[src/pcs_defines.svh]
`ifndef PCS_DEFINES_SVH
`define PCS_DEFINES_SVH

// register byte offsets
`define PCS_OFF_AUDIO     8'h10
`define PCS_OFF_UART      8'h14
`define PCS_OFF_CARD0     8'h18
`define PCS_OFF_CARD1     8'h1c
`define PCS_OFF_PANEL     8'h20
`define PCS_OFF_SEGMENT   8'h24
`define PCS_OFF_SPI       8'h28

// register slots in the flop array
`define PCS_IDX_AUDIO     3'h0
`define PCS_IDX_UART      3'h1
`define PCS_IDX_CARD0     3'h2
`define PCS_IDX_CARD1     3'h3
`define PCS_IDX_PANEL     3'h4
`define PCS_IDX_SEGMENT   3'h5
`define PCS_IDX_SPI       3'h6
`define PCS_NUM_REGS      7

// writable bits of each register, everything else reads zero
`define PCS_MASK_AUDIO    32'h0000_0377
`define PCS_MASK_UART     32'h0000_0011
`define PCS_MASK_CARD     32'h0000_0117
`define PCS_MASK_PANEL    32'h0000_0017
`define PCS_MASK_SEGMENT  32'h0000_001f
`define PCS_MASK_SPI      32'h0000_dfdf

// reset values
`define PCS_RST_AUDIO     32'h0000_0010
`define PCS_RST_ZERO      32'h0000_0000

// field positions
`define PCS_F_AUD_RX      9:8
`define PCS_F_AUD_HALVE   6
`define PCS_F_AUD_TX      5:4
`define PCS_F_AUD_DIV     2:0
`define PCS_F_UART1_SEL   4
`define PCS_F_UART0_SEL   0
`define PCS_F_CARD_D256   8
`define PCS_F_CARD_SEL    4
`define PCS_F_CARD_DIV    2:0
`define PCS_F_PANEL_SEL   4
`define PCS_F_PANEL_DIV   2:0
`define PCS_F_SEG_SEL     4
`define PCS_F_SEG_D512    3
`define PCS_F_SEG_DIV     2:0
`define PCS_F_SPI1_SEL    15:14
`define PCS_F_SPI1_DIV    12:8
`define PCS_F_SPI0_SEL    7:6
`define PCS_F_SPI0_DIV    4:0

// field codes
`define PCS_SRC_BASE      2'h0
`define PCS_SRC_INTERNAL  2'h1
`define PCS_SRC_EXTERNAL  2'h2
`define PCS_SPI_CPU       2'h0
`define PCS_SPI_OSC       2'h1
`define PCS_SPI_PLL       2'h2
`define PCS_PANEL_RSVD    3'h7
`define PCS_SEG_MAX_DIV   3'h5
`define PCS_SPI_FRAC15    5'h1e
`define PCS_SPI_FRAC25    5'h1f

// extra divide stages as shift counts, fractional ratio terms
`define PCS_CARD_SHIFT    8
`define PCS_SEG_SHIFT     9
`define PCS_FRAC15_M      3
`define PCS_FRAC25_M      5
`define PCS_FRAC_K        2'h2
`define PCS_INT_K         2'h1

// output channels
`define PCS_CH_BASE       0
`define PCS_CH_TX         1
`define PCS_CH_RX         2
`define PCS_CH_UART0      3
`define PCS_CH_UART1      4
`define PCS_CH_CARD0      5
`define PCS_CH_CARD1      6
`define PCS_CH_PANEL      7
`define PCS_CH_SEGMENT    8
`define PCS_CH_SPI0       9
`define PCS_CH_SPI1       10
`define PCS_NUM_CH        11

`endif

[src/pcs_pkg.sv]
package pcs_pkg;
  typedef logic [31:0] pcs_word_t;
  typedef logic [7:0]  pcs_addr_t;
  typedef logic [1:0]  pcs_k_t;
endpackage : pcs_pkg

[src/pcs_clock_ctrl.sv]
// Design decision made here: the plain strobed port.
`timescale 1ns/1ns
`default_nettype none
`include "pcs_defines.svh"
// Contract
// - audio rx source: base, dac, external pin
// - audio tx halver: /1 clear, /2 set
// - audio tx source, reset value one
// - three-bit divisor makes audio base clock
// - uart1 select: oscillator or 24 MHz
// - uart0 select likewise, both reset zero
// - card0 optional extra divide by 256
// - card0 source: oscillator or core pll
// - card0 divides by field plus one
// - card1 same layout as card0
// - panel source: oscillator or core pll
// - panel divides by power of two
// - segment source: 32 kHz or oscillator
// - segment optional extra divide by 512
// - segment power-of-two divide up to 32
// - spi1 four-way source select
// - spi1 divides value plus one, fractional codes
// - spi0 four-way source select
// - spi0 divides value plus one, fractional codes
module pcs_clock_ctrl #(
  parameter int DIV_W = 16
) (
  // system
  input  wire logic               clk_sys,
  input  wire logic               sys_rst,
  // register port
  input  wire pcs_pkg::pcs_addr_t reg_addr,
  input  wire pcs_pkg::pcs_word_t reg_wdata,
  input  wire logic               reg_wr,
  input  wire logic               reg_rd,
  output var  pcs_pkg::pcs_word_t reg_rdata_q,
  // source clock enables, one-cycle pulses on clk_sys
  input  wire logic               audio_src_tick,
  input  wire logic               high_freq_oscillator,
  input  wire logic               clock_24mhz,
  input  wire logic               clock_32khz,
  input  wire logic               clock_48mhz,
  input  wire logic               core_pll_tick,
  input  wire logic               cpu_tick,
  input  wire logic               dac_tick,
  input  wire logic               dac_adc_loop_tick,
  // external audio clock pins, asynchronous
  input  wire logic               external_audio_rx_clock,
  input  wire logic               external_audio_tx_clock,
  // peripheral clock enables
  output var  logic               audio_base_tick,
  output var  logic               audio_tx_tick,
  output var  logic               audio_rx_tick,
  output var  logic               uart0_tick,
  output var  logic               uart1_tick,
  output var  logic               card0_tick,
  output var  logic               card1_tick,
  output var  logic               panel_tick,
  output var  logic               segment_tick,
  output var  logic               spi0_tick,
  output var  logic               spi1_tick
);
  import pcs_pkg::*;

  pcs_word_t        cfg_q [`PCS_NUM_REGS];
  logic [3:0]       wr_dec;
  logic [3:0]       rd_dec;
  logic             ext_rx_tick;
  logic             ext_tx_tick;
  logic             src_v   [`PCS_NUM_CH];
  logic [DIV_W-1:0] ratio_m [`PCS_NUM_CH];
  pcs_k_t           ratio_k [`PCS_NUM_CH];
  logic             tick_q  [`PCS_NUM_CH];

  // named fields
  logic [1:0] audio_rx_source_pick;
  logic       audio_tx_halver;
  logic [1:0] audio_tx_source_pick;
  logic [2:0] audio_base_divisor;
  logic [2:0] card0_divisor;
  logic [2:0] panel_divisor;
  logic [2:0] segment_pow2_divisor;
  logic       card0_div256_enable;

  assign audio_rx_source_pick = cfg_q[`PCS_IDX_AUDIO][`PCS_F_AUD_RX];
  assign audio_tx_halver      = cfg_q[`PCS_IDX_AUDIO][`PCS_F_AUD_HALVE];
  assign audio_tx_source_pick = cfg_q[`PCS_IDX_AUDIO][`PCS_F_AUD_TX];
  assign audio_base_divisor   = cfg_q[`PCS_IDX_AUDIO][`PCS_F_AUD_DIV];
  assign card0_divisor        = cfg_q[`PCS_IDX_CARD0][`PCS_F_CARD_DIV];
  assign card0_div256_enable  = cfg_q[`PCS_IDX_CARD0][`PCS_F_CARD_D256];
  assign panel_divisor        = cfg_q[`PCS_IDX_PANEL][`PCS_F_PANEL_DIV];
  assign segment_pow2_divisor = cfg_q[`PCS_IDX_SEGMENT][`PCS_F_SEG_DIV];

  // address decode shared by the write and read paths: {hit, index}
  function automatic logic [3:0] pcs_decode(input pcs_addr_t a);
    case (a)
      `PCS_OFF_AUDIO:   pcs_decode = {1'b1, `PCS_IDX_AUDIO};
      `PCS_OFF_UART:    pcs_decode = {1'b1, `PCS_IDX_UART};
      `PCS_OFF_CARD0:   pcs_decode = {1'b1, `PCS_IDX_CARD0};
      `PCS_OFF_CARD1:   pcs_decode = {1'b1, `PCS_IDX_CARD1};
      `PCS_OFF_PANEL:   pcs_decode = {1'b1, `PCS_IDX_PANEL};
      `PCS_OFF_SEGMENT: pcs_decode = {1'b1, `PCS_IDX_SEGMENT};
      `PCS_OFF_SPI:     pcs_decode = {1'b1, `PCS_IDX_SPI};
      default:          pcs_decode = 4'h0;
    endcase
  endfunction : pcs_decode

  // writable bits per register
  function automatic pcs_word_t pcs_mask(input int idx);
    case (idx)
      0:       pcs_mask = `PCS_MASK_AUDIO;
      1:       pcs_mask = `PCS_MASK_UART;
      2, 3:    pcs_mask = `PCS_MASK_CARD;
      4:       pcs_mask = `PCS_MASK_PANEL;
      5:       pcs_mask = `PCS_MASK_SEGMENT;
      6:       pcs_mask = `PCS_MASK_SPI;
      default: pcs_mask = `PCS_RST_ZERO;
    endcase
  endfunction : pcs_mask

  // card ratio: (div + 1), optionally times 256
  function automatic logic [DIV_W-1:0] card_ratio(input pcs_word_t r);
    logic [DIV_W-1:0] base;
    base = DIV_W'(r[`PCS_F_CARD_DIV]) + DIV_W'(1);
    card_ratio = r[`PCS_F_CARD_D256] ? DIV_W'(base << `PCS_CARD_SHIFT) : base;
  endfunction : card_ratio

  // spi ratio as m over k: value plus one, or 3/2 and 5/2
  function automatic logic [DIV_W+1:0] spi_ratio(input logic [4:0] d);
    case (d)
      `PCS_SPI_FRAC15: spi_ratio = {`PCS_FRAC_K, DIV_W'(`PCS_FRAC15_M)};
      `PCS_SPI_FRAC25: spi_ratio = {`PCS_FRAC_K, DIV_W'(`PCS_FRAC25_M)};
      default:         spi_ratio = {`PCS_INT_K, DIV_W'(d) + DIV_W'(1)};
    endcase
  endfunction : spi_ratio

  // spi four-way source choice
  function automatic logic spi_src(input logic [1:0] s, input logic cpu,
                                   input logic osc, input logic pll,
                                   input logic c48);
    case (s)
      `PCS_SPI_CPU:  spi_src = cpu;
      `PCS_SPI_OSC:  spi_src = osc;
      `PCS_SPI_PLL:  spi_src = pll;
      default:       spi_src = c48;
    endcase
  endfunction : spi_src

  assign wr_dec = pcs_decode(reg_addr);
  assign rd_dec = pcs_decode(reg_addr);

  // register array; masking keeps reserved bits at zero whatever is written
  for (genvar i = 0; i < `PCS_NUM_REGS; i++) begin : g_reg
    always_ff @(posedge clk_sys) begin
      if (sys_rst) begin
        cfg_q[i] <= (i == 0) ? `PCS_RST_AUDIO : `PCS_RST_ZERO;
      end else if (reg_wr && wr_dec[3] && (wr_dec[2:0] == 3'(i))) begin
        cfg_q[i] <= reg_wdata & pcs_mask(i);
      end
    end
  end

  // read data stands for one cycle only; unmapped offsets read zero
  always_ff @(posedge clk_sys) begin
    if (sys_rst) begin
      reg_rdata_q <= `PCS_RST_ZERO;
    end else if (reg_rd && rd_dec[3]) begin
      reg_rdata_q <= cfg_q[rd_dec[2:0]];
    end else begin
      reg_rdata_q <= `PCS_RST_ZERO;
    end
  end

  // external audio clocks become enables after synchronising
  pcs_pin_tick u_rx_pin (
    .clk_sys (clk_sys),
    .sys_rst (sys_rst),
    .pin_in  (external_audio_rx_clock),
    .tick_q  (ext_rx_tick)
  );

  pcs_pin_tick u_tx_pin (
    .clk_sys (clk_sys),
    .sys_rst (sys_rst),
    .pin_in  (external_audio_tx_clock),
    .tick_q  (ext_tx_tick)
  );

  // source choice and ratio of every channel; reserved codes stop the output
  always_comb begin
    for (int c = 0; c < `PCS_NUM_CH; c++) begin
      ratio_m[c] = DIV_W'(1);
      ratio_k[c] = `PCS_INT_K;
    end
    // audio base clock
    src_v[`PCS_CH_BASE]   = audio_src_tick;
    ratio_m[`PCS_CH_BASE] = DIV_W'(audio_base_divisor) + DIV_W'(1);
    // audio transmit
    case (audio_tx_source_pick)
      `PCS_SRC_BASE:     src_v[`PCS_CH_TX] = tick_q[`PCS_CH_BASE];
      `PCS_SRC_INTERNAL: src_v[`PCS_CH_TX] = dac_adc_loop_tick;
      `PCS_SRC_EXTERNAL: src_v[`PCS_CH_TX] = ext_tx_tick;
      default:           src_v[`PCS_CH_TX] = 1'b0;
    endcase
    ratio_m[`PCS_CH_TX] = audio_tx_halver ? DIV_W'(2) : DIV_W'(1);
    // audio receive
    case (audio_rx_source_pick)
      `PCS_SRC_BASE:     src_v[`PCS_CH_RX] = tick_q[`PCS_CH_BASE];
      `PCS_SRC_INTERNAL: src_v[`PCS_CH_RX] = dac_tick;
      `PCS_SRC_EXTERNAL: src_v[`PCS_CH_RX] = ext_rx_tick;
      default:           src_v[`PCS_CH_RX] = 1'b0;
    endcase
    // uarts
    src_v[`PCS_CH_UART0] = cfg_q[`PCS_IDX_UART][`PCS_F_UART0_SEL] ?
                           clock_24mhz : high_freq_oscillator;
    src_v[`PCS_CH_UART1] = cfg_q[`PCS_IDX_UART][`PCS_F_UART1_SEL] ?
                           clock_24mhz : high_freq_oscillator;
    // card controllers
    src_v[`PCS_CH_CARD0]   = cfg_q[`PCS_IDX_CARD0][`PCS_F_CARD_SEL] ?
                             core_pll_tick : high_freq_oscillator;
    ratio_m[`PCS_CH_CARD0] = card_ratio(cfg_q[`PCS_IDX_CARD0]);
    src_v[`PCS_CH_CARD1]   = cfg_q[`PCS_IDX_CARD1][`PCS_F_CARD_SEL] ?
                             core_pll_tick : high_freq_oscillator;
    ratio_m[`PCS_CH_CARD1] = card_ratio(cfg_q[`PCS_IDX_CARD1]);
    // panel
    src_v[`PCS_CH_PANEL]   = (panel_divisor != `PCS_PANEL_RSVD) &&
                             (cfg_q[`PCS_IDX_PANEL][`PCS_F_PANEL_SEL] ?
                              core_pll_tick : high_freq_oscillator);
    ratio_m[`PCS_CH_PANEL] = DIV_W'(DIV_W'(1) << panel_divisor);
    // segment display
    src_v[`PCS_CH_SEGMENT]   = (segment_pow2_divisor <= `PCS_SEG_MAX_DIV) &&
                               (cfg_q[`PCS_IDX_SEGMENT][`PCS_F_SEG_SEL] ?
                                high_freq_oscillator : clock_32khz);
    ratio_m[`PCS_CH_SEGMENT] = DIV_W'(DIV_W'(1) << segment_pow2_divisor);
    if (cfg_q[`PCS_IDX_SEGMENT][`PCS_F_SEG_D512]) begin
      ratio_m[`PCS_CH_SEGMENT] = DIV_W'(ratio_m[`PCS_CH_SEGMENT] << `PCS_SEG_SHIFT);
    end
    // serial peripheral ports
    src_v[`PCS_CH_SPI0] = spi_src(cfg_q[`PCS_IDX_SPI][`PCS_F_SPI0_SEL], cpu_tick,
                                  high_freq_oscillator, core_pll_tick,
                                  clock_48mhz);
    {ratio_k[`PCS_CH_SPI0], ratio_m[`PCS_CH_SPI0]} =
      spi_ratio(cfg_q[`PCS_IDX_SPI][`PCS_F_SPI0_DIV]);
    src_v[`PCS_CH_SPI1] = spi_src(cfg_q[`PCS_IDX_SPI][`PCS_F_SPI1_SEL], cpu_tick,
                                  high_freq_oscillator, core_pll_tick,
                                  clock_48mhz);
    {ratio_k[`PCS_CH_SPI1], ratio_m[`PCS_CH_SPI1]} =
      spi_ratio(cfg_q[`PCS_IDX_SPI][`PCS_F_SPI1_DIV]);
  end

  // one divider per channel; each retimes ratio changes to its own boundary
  for (genvar c = 0; c < `PCS_NUM_CH; c++) begin : g_div
    pcs_tick_div #(
      .DIV_W (DIV_W)
    ) u_div (
      .clk_sys  (clk_sys),
      .sys_rst  (sys_rst),
      .src_tick (src_v[c]),
      .ratio_m  (ratio_m[c]),
      .ratio_k  (ratio_k[c]),
      .tick_q   (tick_q[c])
    );
  end

  // ports come straight from the divider flops
  assign audio_base_tick = tick_q[`PCS_CH_BASE];
  assign audio_tx_tick   = tick_q[`PCS_CH_TX];
  assign audio_rx_tick   = tick_q[`PCS_CH_RX];
  assign uart0_tick      = tick_q[`PCS_CH_UART0];
  assign uart1_tick      = tick_q[`PCS_CH_UART1];
  assign card0_tick      = tick_q[`PCS_CH_CARD0];
  assign card1_tick      = tick_q[`PCS_CH_CARD1];
  assign panel_tick      = tick_q[`PCS_CH_PANEL];
  assign segment_tick    = tick_q[`PCS_CH_SEGMENT];
  assign spi0_tick       = tick_q[`PCS_CH_SPI0];
  assign spi1_tick       = tick_q[`PCS_CH_SPI1];

  for (genvar c = 0; c < `PCS_NUM_CH; c++) begin : g_chk

  end
endmodule : pcs_clock_ctrl
`default_nettype wire

[src/pcs_pin_tick.sv]
`timescale 1ns/1ns
`default_nettype none
module pcs_pin_tick (
  // system
  input  wire logic clk_sys,
  input  wire logic sys_rst,
  // pin in, rising-edge pulse out
  input  wire logic pin_in,
  output var  logic tick_q
);
  logic meta_q;
  logic sync_q;
  logic prev_q;

  // two-flop synchroniser; only sync_q and later are looked at
  always_ff @(posedge clk_sys) begin
    if (sys_rst) begin
      meta_q <= 1'b0;
      sync_q <= 1'b0;
      prev_q <= 1'b0;
    end else begin
      meta_q <= pin_in;
      sync_q <= meta_q;
      prev_q <= sync_q;
    end
  end

  // one pulse per rising edge of the pin
  always_ff @(posedge clk_sys) begin
    if (sys_rst) begin
      tick_q <= 1'b0;
    end else begin
      tick_q <= sync_q & ~prev_q;
    end
  end
endmodule : pcs_pin_tick
`default_nettype wire

[src/pcs_tick_div.sv]
`timescale 1ns/1ns
`default_nettype none
module pcs_tick_div #(
  parameter int DIV_W = 16
) (
  // system
  input  wire logic               clk_sys,
  input  wire logic               sys_rst,
  // source and ratio: emit ratio_k pulses per ratio_m source pulses
  input  wire logic               src_tick,
  input  wire logic [DIV_W-1:0]   ratio_m,
  input  wire pcs_pkg::pcs_k_t    ratio_k,
  output var  logic               tick_q
);
  import pcs_pkg::*;

  logic [DIV_W-1:0] acc_q;
  logic [DIV_W-1:0] m_q;
  pcs_k_t           k_q;
  logic [DIV_W-1:0] m_eff;
  pcs_k_t           k_eff;
  logic [DIV_W:0]   sum;

  // a new ratio is only taken at a period boundary, so no runt output period
  always_comb begin
    m_eff = (acc_q == '0) ? ratio_m : m_q;
    k_eff = (acc_q == '0) ? ratio_k : k_q;
    sum   = {1'b0, acc_q} + {{(DIV_W-1){1'b0}}, k_eff};
  end

  always_ff @(posedge clk_sys) begin
    if (sys_rst) begin
      m_q <= '0;
      k_q <= '0;
    end else if (acc_q == '0) begin
      m_q <= ratio_m;
      k_q <= ratio_k;
    end
  end

  // accumulate k per source pulse, emit when a full m is collected
  always_ff @(posedge clk_sys) begin
    if (sys_rst) begin
      acc_q  <= '0;
      tick_q <= 1'b0;
    end else if (src_tick && (sum >= {1'b0, m_eff})) begin
      acc_q  <= DIV_W'(sum - {1'b0, m_eff});
      tick_q <= 1'b1;
    end else if (src_tick) begin
      acc_q  <= DIV_W'(sum);
      tick_q <= 1'b0;
    end else begin
      tick_q <= 1'b0;
    end
  end
endmodule : pcs_tick_div
`default_nettype wire
[config.mk]
export PLATFORM = sky130hd
export DESIGN_NAME = pcs_clock_ctrl
export DESIGN_NICKNAME = d
export VERILOG_FILES = /design/src/pcs_pkg.sv /design/src/pcs_clock_ctrl.sv /design/src/pcs_pin_tick.sv /design/src/pcs_tick_div.sv
export VERILOG_INCLUDE_DIRS = /design/src /design/src/src
export SDC_FILE = /design/constraint.sdc
export NUM_CORES = 1
export LEC_CHECK = 0
export ABC_AREA = 1
export BUFFER_PORTS_ARGS = -buffer_cell sky130_fd_sc_hd__buf_2
export CORE_MARGIN = 2
export CORE_UTILIZATION = 47
export CTS_BUF_LIST = sky130_fd_sc_hd__clkbuf_8
export CTS_CLUSTER_SIZE = 28
export DETAILED_ROUTE_END_ITERATION = 7
export HOLD_SLACK_MARGIN = 0.08
export PLACE_DENSITY_LB_ADDON = 0.05
export SLEW_MARGIN = 5
export SYNTH_ARGS = -nofsm -noshare
export SYNTH_HDL_FRONTEND = slang
export SYNTH_SLANG_ARGS = --single-unit
[constraint.sdc]
create_clock -name clk_sys -period 7.9 [get_ports clk_sys]
set_input_delay 1.58 -clock clk_sys [delete_from_list [all_inputs] [get_ports clk_sys]]
set_output_delay 1.58 -clock clk_sys [all_outputs]
set_load 0.1 [all_outputs]
Word-level counts from Yosys, hierarchy flattened
Memories as Yosys holds them, arrays and structs flattened. A register that Yosys moved wholly into a read port is not among the register bits.
Cells that the tools add are included.
- bits in writable memories: 105
- flip-flop bits (word level): 425
- memories kept: 1
- word-level logic and storage cells: 285
- input port bits: 55
- output and inout port bits: 43
- bitwise logic cells: 12
- multiplexer cells: 102
- add/subtract/negate cells: 27
- eq/ne operators: 26
- reduce and logical (&&, ||, !) cells: 50
- shift-type cells: 2
- $lt $le $gt $ge: 12
- memory list (memory ; words ; width ; read ports ; clocked after memory_dff ; wr ports ; line ; RTL):
    cfg_q ; 7 ; 15 ; 8 ; 1 ; 7 ; pcs_clock_ctrl.sv:65 ; pcs_word_t cfg_q [`PCS_NUM_REGS];
- operator list (operator ; number):
    $mux W16 ; 34
    $add A16 B2 Y17 ; 11
    $ge A17 B16 Y1 ; 11
    $logic_not A16 Y1 ; 11
    $sub A16 B16 Y16 ; 11
    $mux W15 ; 7
    $pmux W18 S2 ; 2
    $mux W1 ; 40
    $eq A8 B5 Y1 const B ; 4
    $shl A1 B3 Y16 const A ; 2
    $pmux W4 S7 ; 1
    $eq A8 B6 Y1 const B ; 3
    $mux W12 ; 2
    $mux W2 ; 12
    $logic_and A1 B1 Y1 ; 22
    $reduce_bool A2 Y1 ; 11
    $eq A5 B5 Y1 const B ; 4
    $add A3 B1 Y4 const B ; 3
    $add A5 B1 Y6 const B ; 2
    $pmux W1 S3 ; 4
    $eq A3 B3 Y1 const B ; 3
    $eq A2 B1 Y1 const B ; 4
    $eq A2 B2 Y1 const B ; 4
    $logic_not A2 Y1 ; 4
    other kinds (9) ; 19

Logic depth before layout (Yosys ltp)
Gate-level depths: netlist (run 1).
- depth in word-level cells: 8
- depth in mapped cells: 33
- gate-level depth less buffers: 33

By module
A second synthesis (run 1) with hierarchy kept.
- cells, all modules: 5273
- area, all modules: 36178.4 µm²
- by module, submodules not included (module ; cells an instance ; sequential area each (µm²) ; area an instance (µm²) ; instances):
    pcs_tick_div (g_div[0].u_div ...) ; 431 ; 700.7 ; 2952.8 ; 7
    pcs_clock_ctrl ; 443 ; 1591.5 ; 3479.6 ; 1
    pcs_tick_div (g_div[9].u_div) ; 488 ; 700.7 ; 3020.4 ; 1
    pcs_tick_div (g_div[8].u_div) ; 454 ; 700.7 ; 3002.9 ; 1
    pcs_tick_div (g_div[3].u_div) ; 426 ; 700.7 ; 2947.8 ; 1
    pcs_tick_div (g_div[2].u_div) ; 421 ; 700.7 ; 2827.7 ; 1
    pcs_pin_tick ; 12 ; 80.1 ; 115.1 ; 2

Worst setup path before layout (run 1)
Ideal clock, no wire load.
- path kind: flip-flop to flip-flop
- from: memory cfg_q[6][0] (netlist name)
- to: register g_div[9].u_div.acc_q[5]
- period minus slack after synthesis: 4.147 ns
- stages on the path, launching flop included: 31
- slack: 3.753 ns
- buffers on the path: 1
- setup time: 0.120 ns
- arrival time: 4.027 ns
- data required time: 7.780 ns
- path through: edfxtp_1 > ha_1 > nand2_1 > nor2_1 > ha_1 > inv_1 > nand2_1 > nor2_2 > inv_1 > nand2_1 > ha_1 > inv_1 > fa_1 > nor2_2 > nand2_2 > nor2_1 > nand2_1 > xor2_1 > inv_1 > ha_1 > a21oi_1 > nand2_1 > a21oi_1 > nand2_1 > nor2_2 > nand2_4 > nor2_4 > buf_6 > nand2_1 > nand2_1 > a21oi_1
- RTL lines (item ; line ; RTL):
    start, declared ; pcs_clock_ctrl.sv:65 ;
    end signal, assigned ; pcs_tick_div.sv:47 ; acc_q <= DIV_W'(sum - {1'b0, m_eff});
    end signal, assigned ; pcs_tick_div.sv:50 ; acc_q <= DIV_W'(sum);
    end, declared ; pcs_tick_div.sv:17 ; logic [DIV_W-1:0] acc_q;

Final worst setup path (run 1)
- from: register g_div[10].u_div.acc_q[3]
- to: register g_div[10].u_div.acc_q[7]
- word-level cells in the longest chain between the ends: 6
- elaborated cells between the ends (all ways): 10
- those cells by class: add/sub: 2; order compare: 1; mux: 4; reduce/logical: 3
- ends and longest elaborated chain (item ; line ; RTL):
    start, declared ; pcs_tick_div.sv:17 ;
    start signal, assigned ; pcs_tick_div.sv:47 ;
    start signal, assigned ; pcs_tick_div.sv:50 ;
    $logic_not A16 Y1 (*) ; pcs_tick_div.sv:27 ; k_eff = (acc_q == '0) ? ratio_k : k_q;
    $mux W2 (*) ; pcs_tick_div.sv:27 ;
    named net g_div[10].u_div.k_eff[0] ; pcs_tick_div.sv:21 ; pcs_k_t k_eff;
    $add A16 B2 Y17 (*) ; pcs_tick_div.sv:28 ; sum = {1'b0, acc_q} + {{(DIV_W-1){1'b0}}, k_eff};
    $ge A17 B16 Y1 ; pcs_tick_div.sv:46 ; end else if (src_tick && (sum >= {1'b0, m_eff})) begin
    $logic_and A1 B1 Y1 ; pcs_tick_div.sv:46 ;
    $mux W16 / $reduce_bool A2 Y1 (equally long branches) ; - ;
The timed path passes the listed nets; every way through them passes the cells marked *. The select of a mux whose other input is x is not followed.
A chain may end at the register's enable or synchronous reset.

==> results by group, run 1 <==
Power
  • Logic gate share of total power: 0.678
  • Total power draw: 16.93 mW
  • Sw power: between 9 and 10 mW
  • Sequential share of power: 0.182
  • PD cells: 475.5 mW/mm²
  • Leakage: 18.54 nW
  • Clock power share: 0.140
  • Net Sw Frac: 0.5383
  • Int Power: slightly below 8 mW
  • VDD IR max: between 0.0002 and 0.00025 V

Clock tree
  • Hold Buf Count CTS: 0
  • Setup Fix Bufs, Post-CTS: 0
  • CTS Buf Count: 86
  • CTS clock-pin slew for the worst setup and hold paths: around 60 ps
  • CTS max path bufs: 3
  • Clock sink count: between 400 and 500
  • Post-cts sizing count: 0
  • Root Buffer: clkbuf_8
  • H-tree depth: 3
  • Worst skew pair latency: a little over 700 ps
  • CTS tree: built

Placed design
  • Port bufs: 63
  • GPL Wtd Cong: 0.9104
  • Post-DP HPWL: 66.33 mm

Global route
  • GRT Util Overall: 0.2440
  • Met3 usage: 0.03817
  • Initial antenna violation count: 2
  • Largest net degree at the start of global routing: 95
  • GR peak layer: met2
  • Vias in the first global route: 28630
  • First-pass GRT wire length: 144.2 mm
  • Met2 Use GR: 0.3794
  • Met1 Resource Use GR: 0.3491
  • Grt total ovfl: 0

Yosys
  • Syn Std Cell Area: 0.03289 mm²
  • Most common flop cell mapped by yosys: dfxtp_1
  • Cells after Synth: 5094
  • Synthesis Warnings: 0
  • Post-synth cell types: 59
  • Register bit total from synthesis: 451
  • Post-synthesis sequential area ratio: 0.2876
  • Async S/R FF share, synth: 0
  • Post-synth EDFFs: 43
  • Synthesized area per cell: 6.457 µm²

Critical path
  • Startpoint types: flip-flop
  • R2R depth: 28
  • Top cell by count, worst path: nand2_1
  • Crit path required time: 8540 ps
  • CP max-delay cell: nand2_1
  • CP peak stage delay: 470 ps
  • Crit path capture type: flip-flop
  • CP max FO: 17
  • Setup CP Type: reg -> reg
  • CP arrival: 6240 ps

Routing
  • Total wire length: 88.10 mm
  • DR vias: around 31000
  • Initial DRC count: slightly below 2000
  • Drc violations: 0
  • Antenna viol nets, final: 0
  • DR vias/cell: 5.049
  • Wire per inst: around 14 µm
  • 1st-pass router iterations: 5

Timing
  • FMAX: 0.1785 GHz
  • Final Hold Fails: 0
  • Final setup viols: 0
  • Clk_skew: just over 30 ps
  • Fin Setup TNS: 0 ps
  • Min Tclk post-route: 5601 ps
  • RSZ-0062 raised after global routing: false
  • Fin. max-slew vios: 0
  • Worst slew margin: 0.2665
  • Final Cycle Share: 0.7090
  • Worst-Margin Slew: 1089 ps

Die
  • Row cnt: 96
  • Die Ht: 268.5 µm
  • DIE WIDTH: 268.5 µm
  • Initial Util: 0.4771
  • # IOs: 98
  • Total core area: 0.06895 mm²
  • Die ar.: 0.07211 mm²

Run
  • Max-Cap Viols: 0

Min path
  • HP Class: reg -> reg
  • Hold Path Depth: 1

Cells and area
  • Fraction of layout cells with a size suffix above 1: 0.06418
  • Final Net Count: 5421
  • Filler cell count in the final layout: 7266
  • Layout area overhead: 8.217%

Status
  • Status: complete, no violations
critical path: cells and delay by family (launching register included):
kind | cells | cell delay [ps]
buffers and inverters | 6 | 520
adder cells (fa/ha/maj) | 3 | 900
flip-flops | 1 | 340
AND/OR/NAND/NOR | 18 | 3630
XOR/XNOR | 1 | 150
layout make-up:
| class | count | area (µm²) | share of cell area |
|---|---|---|---|
| multi-input combinational | 3803 | 20090 | 0.5645 |
| sequential | 451 | 9459 | 0.2657 |
| inverter | 716 | 2693 | 0.07565 |
| clock buffer | 98 | 1349 | 0.03789 |
| tap | 931 | 1165 | 0.03273 |
| timing repair buffer | 79 | 445.4 | 0.01251 |
| clock inverter | 57 | 389.1 | 0.01093 |
| antenna | 1 | 2.502 | 0.00007030 |
cells in the mapped netlist (21+ instances only):
cell	instances	share of area
buf_2	28	0.0043
dfxtp_1	408	0.25
xnor2_1	45	0.012
a21oi_1	226	0.034
nor2_1	609	0.069
xor2_1	193	0.051
nor4_1	21	0.0040
nand4_1	123	0.023
nand3_2	22	0.0067
nand2_2	22	0.0042
nor2_2	30	0.0057
nor3_1	65	0.0099
nand2_1	1436	0.16
fa_1	22	0.013
clkbuf_1	68	0.0078
ha_1	207	0.079
nand3_1	468	0.071
inv_1	696	0.079
o21ai_0	124	0.019
buf_4	25	0.0057
edfxtp_1	43	0.039
cell usage in the layout (no fill, tap or decap), drive strengths merged, types with 3 or more instances in the layout:
| cell type | instances |
|---|---|
| a211oi | 4 |
| a21boi | 3 |
| a21o | 17 |
| a21oi | 226 |
| a22oi | 4 |
| a31oi | 12 |
| and2 | 11 |
| buf | 79 |
| bufinv | 4 |
| clkbuf | 98 |
| clkinv | 20 |
| conb | 17 |
| dfxtp | 408 |
| edfxtp | 43 |
| fa | 22 |
| ha | 207 |
| inv | 747 |
| mux2i | 5 |
| nand2 | 1465 |
| nand3 | 490 |
| nand3b | 9 |
| nand4 | 125 |
| nor2 | 654 |
| nor3 | 74 |
| nor4 | 21 |
| o211ai | 3 |
| o21a | 6 |
| o21ai | 144 |
| o21bai | 16 |
| o221ai | 3 |
| o22ai | 7 |
| or2 | 13 |
| xnor2 | 45 |
| xor2 | 193 |
flip-flops by register name, summed over array words and instances (netlist names), 11 cells and up:
signal,count
cfg_q,43
g_div.u_div.k_q,22
g_div.u_div.acc_q,176
g_div.u_div.tick_q,11
g_div.u_div.m_q,176
reg_rdata_q,15
kinds of logic after synthesis:
group,synth area share
simple gates,0.3780
buf+inv,0.1035
xor+xnor,0.06337
fa+ha+maj,0.09213
flops,0.2876
compound gates,0.07376
mux,0.001522
other cells,0.0001140
worst paths after layout:
kind | from | end | slack (ps)
max reg2reg | g_div[10].u_div.acc_q[3] | g_div[10].u_div.acc_q[7] | 2300
min | u_rx_pin.prev_q | u_rx_pin.tick_q | 390
min reg2reg | u_rx_pin.prev_q | u_rx_pin.tick_q | 390
max | g_div[10].u_div.acc_q[3] | g_div[10].u_div.acc_q[7] | 2300
routing by layer:
layer,vias up,share of wire,wire length [µm]
met5,-,0.00015,13
met4,2,0.025,2181
met3,135,0.048,4216
met2,628,0.43,37510
met1,13890,0.50,44180
li1,16330,-,-
power groups by stage:
stage | logic, mW | clock network (mW) | registers [mW]
5_1_grt | 13.1 | 2.55 | 3.14
2_1_floorplan | 8.93 | 0 | 3.15
4_1_cts | 11.4 | 2.45 | 3.08
3_3_place_gp | 11.4 | 0 | 3.13
3_5_place_dp | 11.4 | 0 | 3.12
6_report | 11.5 | 2.37 | 3.08
stage by stage:
step           utilization  instances  hold WS, ps  cell area, µm²  setup WS (ps)
4_1_cts             0.5162       6135        390.8           35590           2333
3_3_place_gp        0.4910       5980        379.9           33850           2347
2_1_floorplan            -       5110        372.8           32950           3753
5_1_grt             0.5163       6136        428.0           35590           1580
6_report            0.5163       6136        388.8           35590           2299
3_5_place_dp        0.4910       5980        386.5           33850           2354
(Power assumes the default switching activity.)
==> run 2, diff against run 1 <==
- clock period: 7.9 -> 5.68 ns (I/O delays scaled with it)
==> results by group, run 2 (synthesized netlist as in run 1, its figures left out) <==
Cells and area
  • Non-Filler Instances: ~6000
  • Footprint of the multi-input gates: between 0.02 and 0.025 mm²
  • Filler cell count in the final layout: 7282
  • Top flop regs: g_div.u_div.acc_q (176), g_div.u_div.m_q (176), cfg_q (43)
  • Commonest non-fill, non-tap cells in the layout: nand2_1, inv_1, nor2_1
  • Reg area: about 0.0095 mm²
  • Commonest non-fill, non-tap cell in the layout: nand2_1
  • Final Net Count: 5438
  • Layout area overhead: 9.187%
  • Final instance area: 0.03591 mm²
  • Fraction of layout cells with a size suffix above 1: 0.07143

Critical path
  • CP top delay family: simple AND/OR/NAND/NOR gates
  • Crit path required time: 6280 ps
  • CP peak stage delay: 470 ps
  • CP max-delay cell: edfxtp_1
  • CP arrival: between 5000 and 6000 ps
  • CP max FO: 6
  • Setup CP Type: reg -> reg
  • WP buf/inv: 4
  • Startpoint types: flip-flop
  • FF-to-FF Start: cfg_q[6][9]
  • Flop2flop setup slack: 610 ps
  • FF-to-FF End: g_div[10].u_div.acc_q[10]
  • Crit path capture type: flip-flop
  • Top cell by count, worst path: nand2_1
  • R2R depth: 30

Routing
  • Max layer used: met5
  • DR vias: 31040
  • Met2 WL: around 38 mm
  • Initial DRC count: 2176
  • Wire per inst: 14.35 µm
  • Met3 WL post-DR: 4.370 mm
  • Antenna viol nets, final: 0
  • Total wire length: 88.30 mm
  • 1st-pass router iterations: 6
  • M1 wire length: 44.47 mm
  • DR vias/cell: 5.044
  • Drc violations: 0

Clock tree
  • Worst skew pair latency: 680 ps
  • Root Buffer: clkbuf_8
  • CTS max path bufs: 3
  • CTS clock-pin slew for the worst setup and hold paths: about 70 ps
  • CTS Buf Count: slightly below 90
  • Clock sink count: 451
  • Setup Fix Bufs, Post-CTS: 0
  • CTS tree: built
  • H-tree depth: 3
  • Hold Buf Count CTS: 0
  • Post-cts sizing count: 0

Global route
  • First-pass GRT wire length: between 100 and 150 mm
  • Grt total ovfl: 0
  • Vias in the first global route: 28980
  • Initial antenna violation count: 2
  • GRT Util Overall: 0.2455
  • Largest net degree at the start of global routing: 76

Timing
  • Clk_skew: 29.74 ps
  • Worst hold slack: 406.7 ps
  • FMAX: between 0.15 and 0.2 GHz
  • Worst-Margin Slew: roughly 1100 ps
  • Final Hold Fails: 0
  • RSZ-0062 raised after global routing: false
  • Min Tclk post-route: a little over 5000 ps
  • Worst slew margin: 0.2312
  • Fin. max-slew vios: 0
  • Fin Setup TNS: 0 ps
  • PnR worst setup slack: 611.5 ps
  • Final Cycle Share: 0.8923
  • Final setup viols: 0

Min path
  • Hold EP: u_rx_pin.sync_q
  • HP Class: reg -> reg
  • Hold Path Depth: 2
  • Hold_sp: u_rx_pin.meta_q

Power
  • Leakage: 18.67 nW
  • VDD IR max: 0.0003994 V
  • PD cells: roughly 670 mW/mm²

Die
  • Die ar.: between 0.07 and 0.08 mm²
  • # IOs: 98
  • DIE WIDTH: around 270 µm
  • Total core area: 0.06895 mm²
  • Die Ht: 268.5 µm
  • Initial Util: 0.4771
  • Row cnt: 96

Placed design
  • Placed Cells: 5996
  • Port bufs: 63
  • GPL Wtd Cong: 0.8975
  • Post-DP HPWL: between 60 and 70 mm
  • Place WS: 709.0 ps
  • Placed Instance Area: between 0.03 and 0.04 mm²

Status
  • Status: complete, no violations

Run
  • Max-Cap Viols: 0
[run 2: changes by cell type in the layout (fill, tap and decap cells not counted), sizes merged]
cell / previous run / this run
clkbuf: 98 / 119
inv: 747 / 728
buf: 79 / 95
[run 2: where the power goes]
part,total [mW],internal (mW),switching [mW]
Clock,3.57,2.05,1.52
Sequential,4.29,3.78,0.514
Combinational,16.2,5.47,10.7
Total,24.0,11.3,12.7
[run 2: cell type report]
type,instances,share of cell area
diodes,1,0.00006968
clock buffers,119,0.04560
clock inverters,38,0.008327
inverters,716,0.07497
multi-input cells,3803,0.5595
flip-flops and latches,451,0.2634
well taps,931,0.03244
repair buffers,95,0.01575
[run 2: routing by layer]
layer  vias up  GRT usage
li1      16370          -
met1     13930     0.3507
met2       625     0.3846
met3       109    0.03489
met4         2    0.06907
met5         -          0
[run 2: worst max-delay path by stage]
stage	start	to	slack (ps)	depth (start not counted)
6_report	cfg_q[6][9]	g_div[10].u_div.acc_q[10]	610	30
2_1_floorplan	cfg_q[6][0]	g_div[9].u_div.acc_q[5]	1530	30
4_1_cts	cfg_q[6][9]	g_div[10].u_div.acc_q[10]	660	30
3_5_place_dp	cfg_q[6][9]	g_div[10].u_div.acc_q[10]	710	30
5_1_grt	cfg_q[6][9]	g_div[10].u_div.acc_q[10]	2	30
3_3_place_gp	cfg_q[6][9]	g_div[10].u_div.acc_q[10]	730	30
[run 2: through the flow]
stage                     total power [mW]  utilization
after CTS                            24.09       0.5209
after detailed placement             20.38       0.4928
after floorplan                      16.80            -
final                                24.01       0.5209
after global placement               20.37       0.4928
after global routing                 26.54       0.5209
[run 2: worst register-to-register path: cells and delay by family, from the launching register on]
family | cells | cell delay, ps
compound gates | 3 | 730
xor+xnor | 1 | 180
fa+ha+maj | 4 | 1110
buf+inv | 4 | 460
flops | 1 | 470
simple gates | 18 | 2050
==> run 3, diff against run 2 <==
- ABC_AREA: 1 -> 0
- MAX_ROUTING_LAYER: unset -> met4
==> results by group, run 3 <==
Status
  • Status: complete, no violations

Die
  • Die ar.: 0.06546 mm²
  • Row cnt: 92
  • Die Ht: approximately 260 µm
  • Initial Util: 0.4743
  • # IOs: 98
  • DIE WIDTH: 255.9 µm
  • Total core area: 0.06285 mm²

Timing
  • Final Hold Fails: 0
  • RSZ-0062 raised after global routing: false
  • Fin Setup TNS: 0 ps
  • Final Cycle Share: 0.9397
  • Worst slew margin: 0.1768
  • Fin. max-slew vios: 0
  • Final setup viols: 0
  • Min Tclk post-route: 5338 ps
  • Clk_skew: approximately 29 ps
  • Worst-Margin Slew: between 1000 and 1500 ps
  • FMAX: about 0.19 GHz

Global route
  • Grt total ovfl: 0
  • First-pass GRT wire length: 129.2 mm
  • Largest net degree at the start of global routing: 158
  • GRT Util Overall: 0.2410
  • Vias in the first global route: 25630
  • Initial antenna violation count: 7

Placed design
  • Post-DP HPWL: 55.24 mm
  • Placed Cells: 4456
  • Port bufs: 63
  • GPL Wtd Cong: 0.8884

Cells and area
  • Commonest non-fill, non-tap cells in the layout: nor2_1, dfxtp_1, nand2_1
  • Reg area: 0.009459 mm²
  • Top flop regs: g_div.u_div.acc_q (176), g_div.u_div.m_q (176), cfg_q (43)
  • Filler cell count in the final layout: 6159
  • Layout area overhead: 9.183%
  • Non-Filler Instances: 4621
  • Final Net Count: about 4000
  • Footprint of the multi-input gates: roughly 0.019 mm²
  • Fraction of layout cells with a size suffix above 1: 0.07749
  • Commonest non-fill, non-tap cell in the layout: nor2_1

Clock tree
  • H-tree depth: 3
  • CTS max path bufs: 3
  • CTS tree: built
  • CTS Buf Count: a little under 90
  • CTS clock-pin slew for the worst setup and hold paths: 60 ps
  • Worst skew pair latency: between 600 and 700 ps
  • Clock sink count: 451
  • Root Buffer: clkbuf_8

Power
  • Sw power: roughly 10 mW
  • Clock power share: 0.144
  • Leakage: about 13 nW
  • Net Sw Frac: 0.4735
  • Int Power: 11.66 mW
  • PD cells: 680.2 mW/mm²
  • VDD IR max: 0.0006631 V
  • Total power draw: 22.14 mW
  • Logic gate share of total power: 0.653
  • Sequential share of power: 0.203

Critical path
  • Crit path capture type: flip-flop
  • FF-to-FF Start: g_div[9].u_div.acc_q[11]
  • CP max FO: 9
  • Crit path required time: between 6000 and 7000 ps
  • Setup CP Type: reg -> reg
  • CP startpoint: g_div[9].u_div.acc_q[11]
  • Flop2flop setup slack: 340 ps
  • CP arrival: 5920 ps
  • Startpoint types: flip-flop

Yosys
  • Most frequent cell after synthesis: nor2_1
  • Cells after Synth: 3678
  • Synthesis Warnings: 0
  • Post-synthesis sequential area ratio: 0.3173
  • Syn Std Cell Area: 0.02981 mm²
  • Synth cell count leaders: nor2_1, dfxtp_1, nand2_1
  • Most common flop cell mapped by yosys: dfxtp_1
  • Async S/R FF share, synth: 0
  • Synthesized area per cell: 8.105 µm²
  • Share of the synthesized area in the top cell type: 0.2740
  • Synth area leaders: dfxtp_1, ha_1, xnor2_1
  • Post-synth top area cell: dfxtp_1
  • Register bit total from synthesis: 451
  • Post-synth EDFFs: 43
  • Post-synth cell types: 88

Routing
  • Wire per inst: about 17 µm
  • Total wire length: ~78 mm
  • Antenna viol nets, final: 0
  • Drc violations: 0
  • Initial DRC count: 1908
  • 1st-pass router iterations: 6
  • DR vias: 26570
  • DR vias/cell: 5.750

Run
  • Max-Cap Viols: 0

Min path
  • HP Class: reg -> reg
  • Hold_sp: u_tx_pin.prev_q
-- run 3: per-layer routing --
metal	GRT usage	up-vias	wire, µm
met5	-	-	0
met4	0.07018	0	1581
met3	0.03090	112	3260
met2	0.3890	550	35760
met1	0.3161	12600	37390
li1	-	13310	-
-- run 3: final cells by class --
type	count	area share
inverters	96	0.01115
clock buffers	108	0.04567
repair buffers	111	0.02183
well taps	846	0.03252
flip-flops and latches	451	0.2906
diodes	7	0.0005382
multi-input cells	2954	0.5908
clock inverters	48	0.006842
-- run 3: final timing paths --
kind	end	cells after the start
setup / recovery	g_div[9].u_div.acc_q[12]	19
hold / removal	u_tx_pin.tick_q	1
setup reg to reg	g_div[9].u_div.acc_q[12]	19
hold reg to reg	u_tx_pin.tick_q	1
-- run 3: kinds of logic after synthesis --
kind of cell	share of synthesized area
buffers and inverters	0.04096
and+or+nand+nor	0.2333
adders and majority gates	0.1017
AOI/OAI and AO/OA	0.1952
xor gates and xnor gates	0.08344
DFF	0.3173
muxes	0.02804
other	0.0001258
-- run 3: critical path, stage by stage, from the launching register on --
cell and delay, ps:
dfxtp_1 390, nor4_1 400, nand4_1 280, a211oi_1 280
buf_4 180, a21o_1 110, ha_1 170, inv_1 50
fa_1 390, buf_4 170, nor3_1 410, nand2_1 160
xnor2_1 300, ha_1 370, nor2b_1 170, a311oi_1 420
o2111ai_2 320, buf_4 270, mux2i_1 130, a211oi_1 250
-- run 3: stage by stage --
stage | util | cell area (µm²) | setup slack [ps] | hold WS (ps)
after CTS | 0.5170 | 32490 | 260.7 | 404.2
after detailed placement | 0.4898 | 30790 | 279.1 | 390.4
after global routing | 0.5178 | 32540 | 16.67 | 423.2
after global placement | 0.4898 | 30790 | 349.0 | 378.0
final | 0.5179 | 32550 | 342.2 | 400.3
after floorplan | - | 29870 | 920.7 | 367.4
-- run 3: power groups by stage --
stage / Combinational, mW / Sequential [mW] / Clock (mW)
finish: 14.5 / 4.49 / 3.18
global route: 16.1 / 4.59 / 3.43
CTS: 14.3 / 4.48 / 3.30
detailed placement: 14.2 / 4.54 / 0
global placement: 14.0 / 4.52 / 0
floorplan: 11.3 / 4.45 / 0
-- run 3: repair_timing --
item	4_1_cts	5_1_grt
endpoints found under the setup margin	0	34
resized for setup	0	4
setup buffers	0	2
endpoints found under the hold margin	0	0
hold buffers	0	0
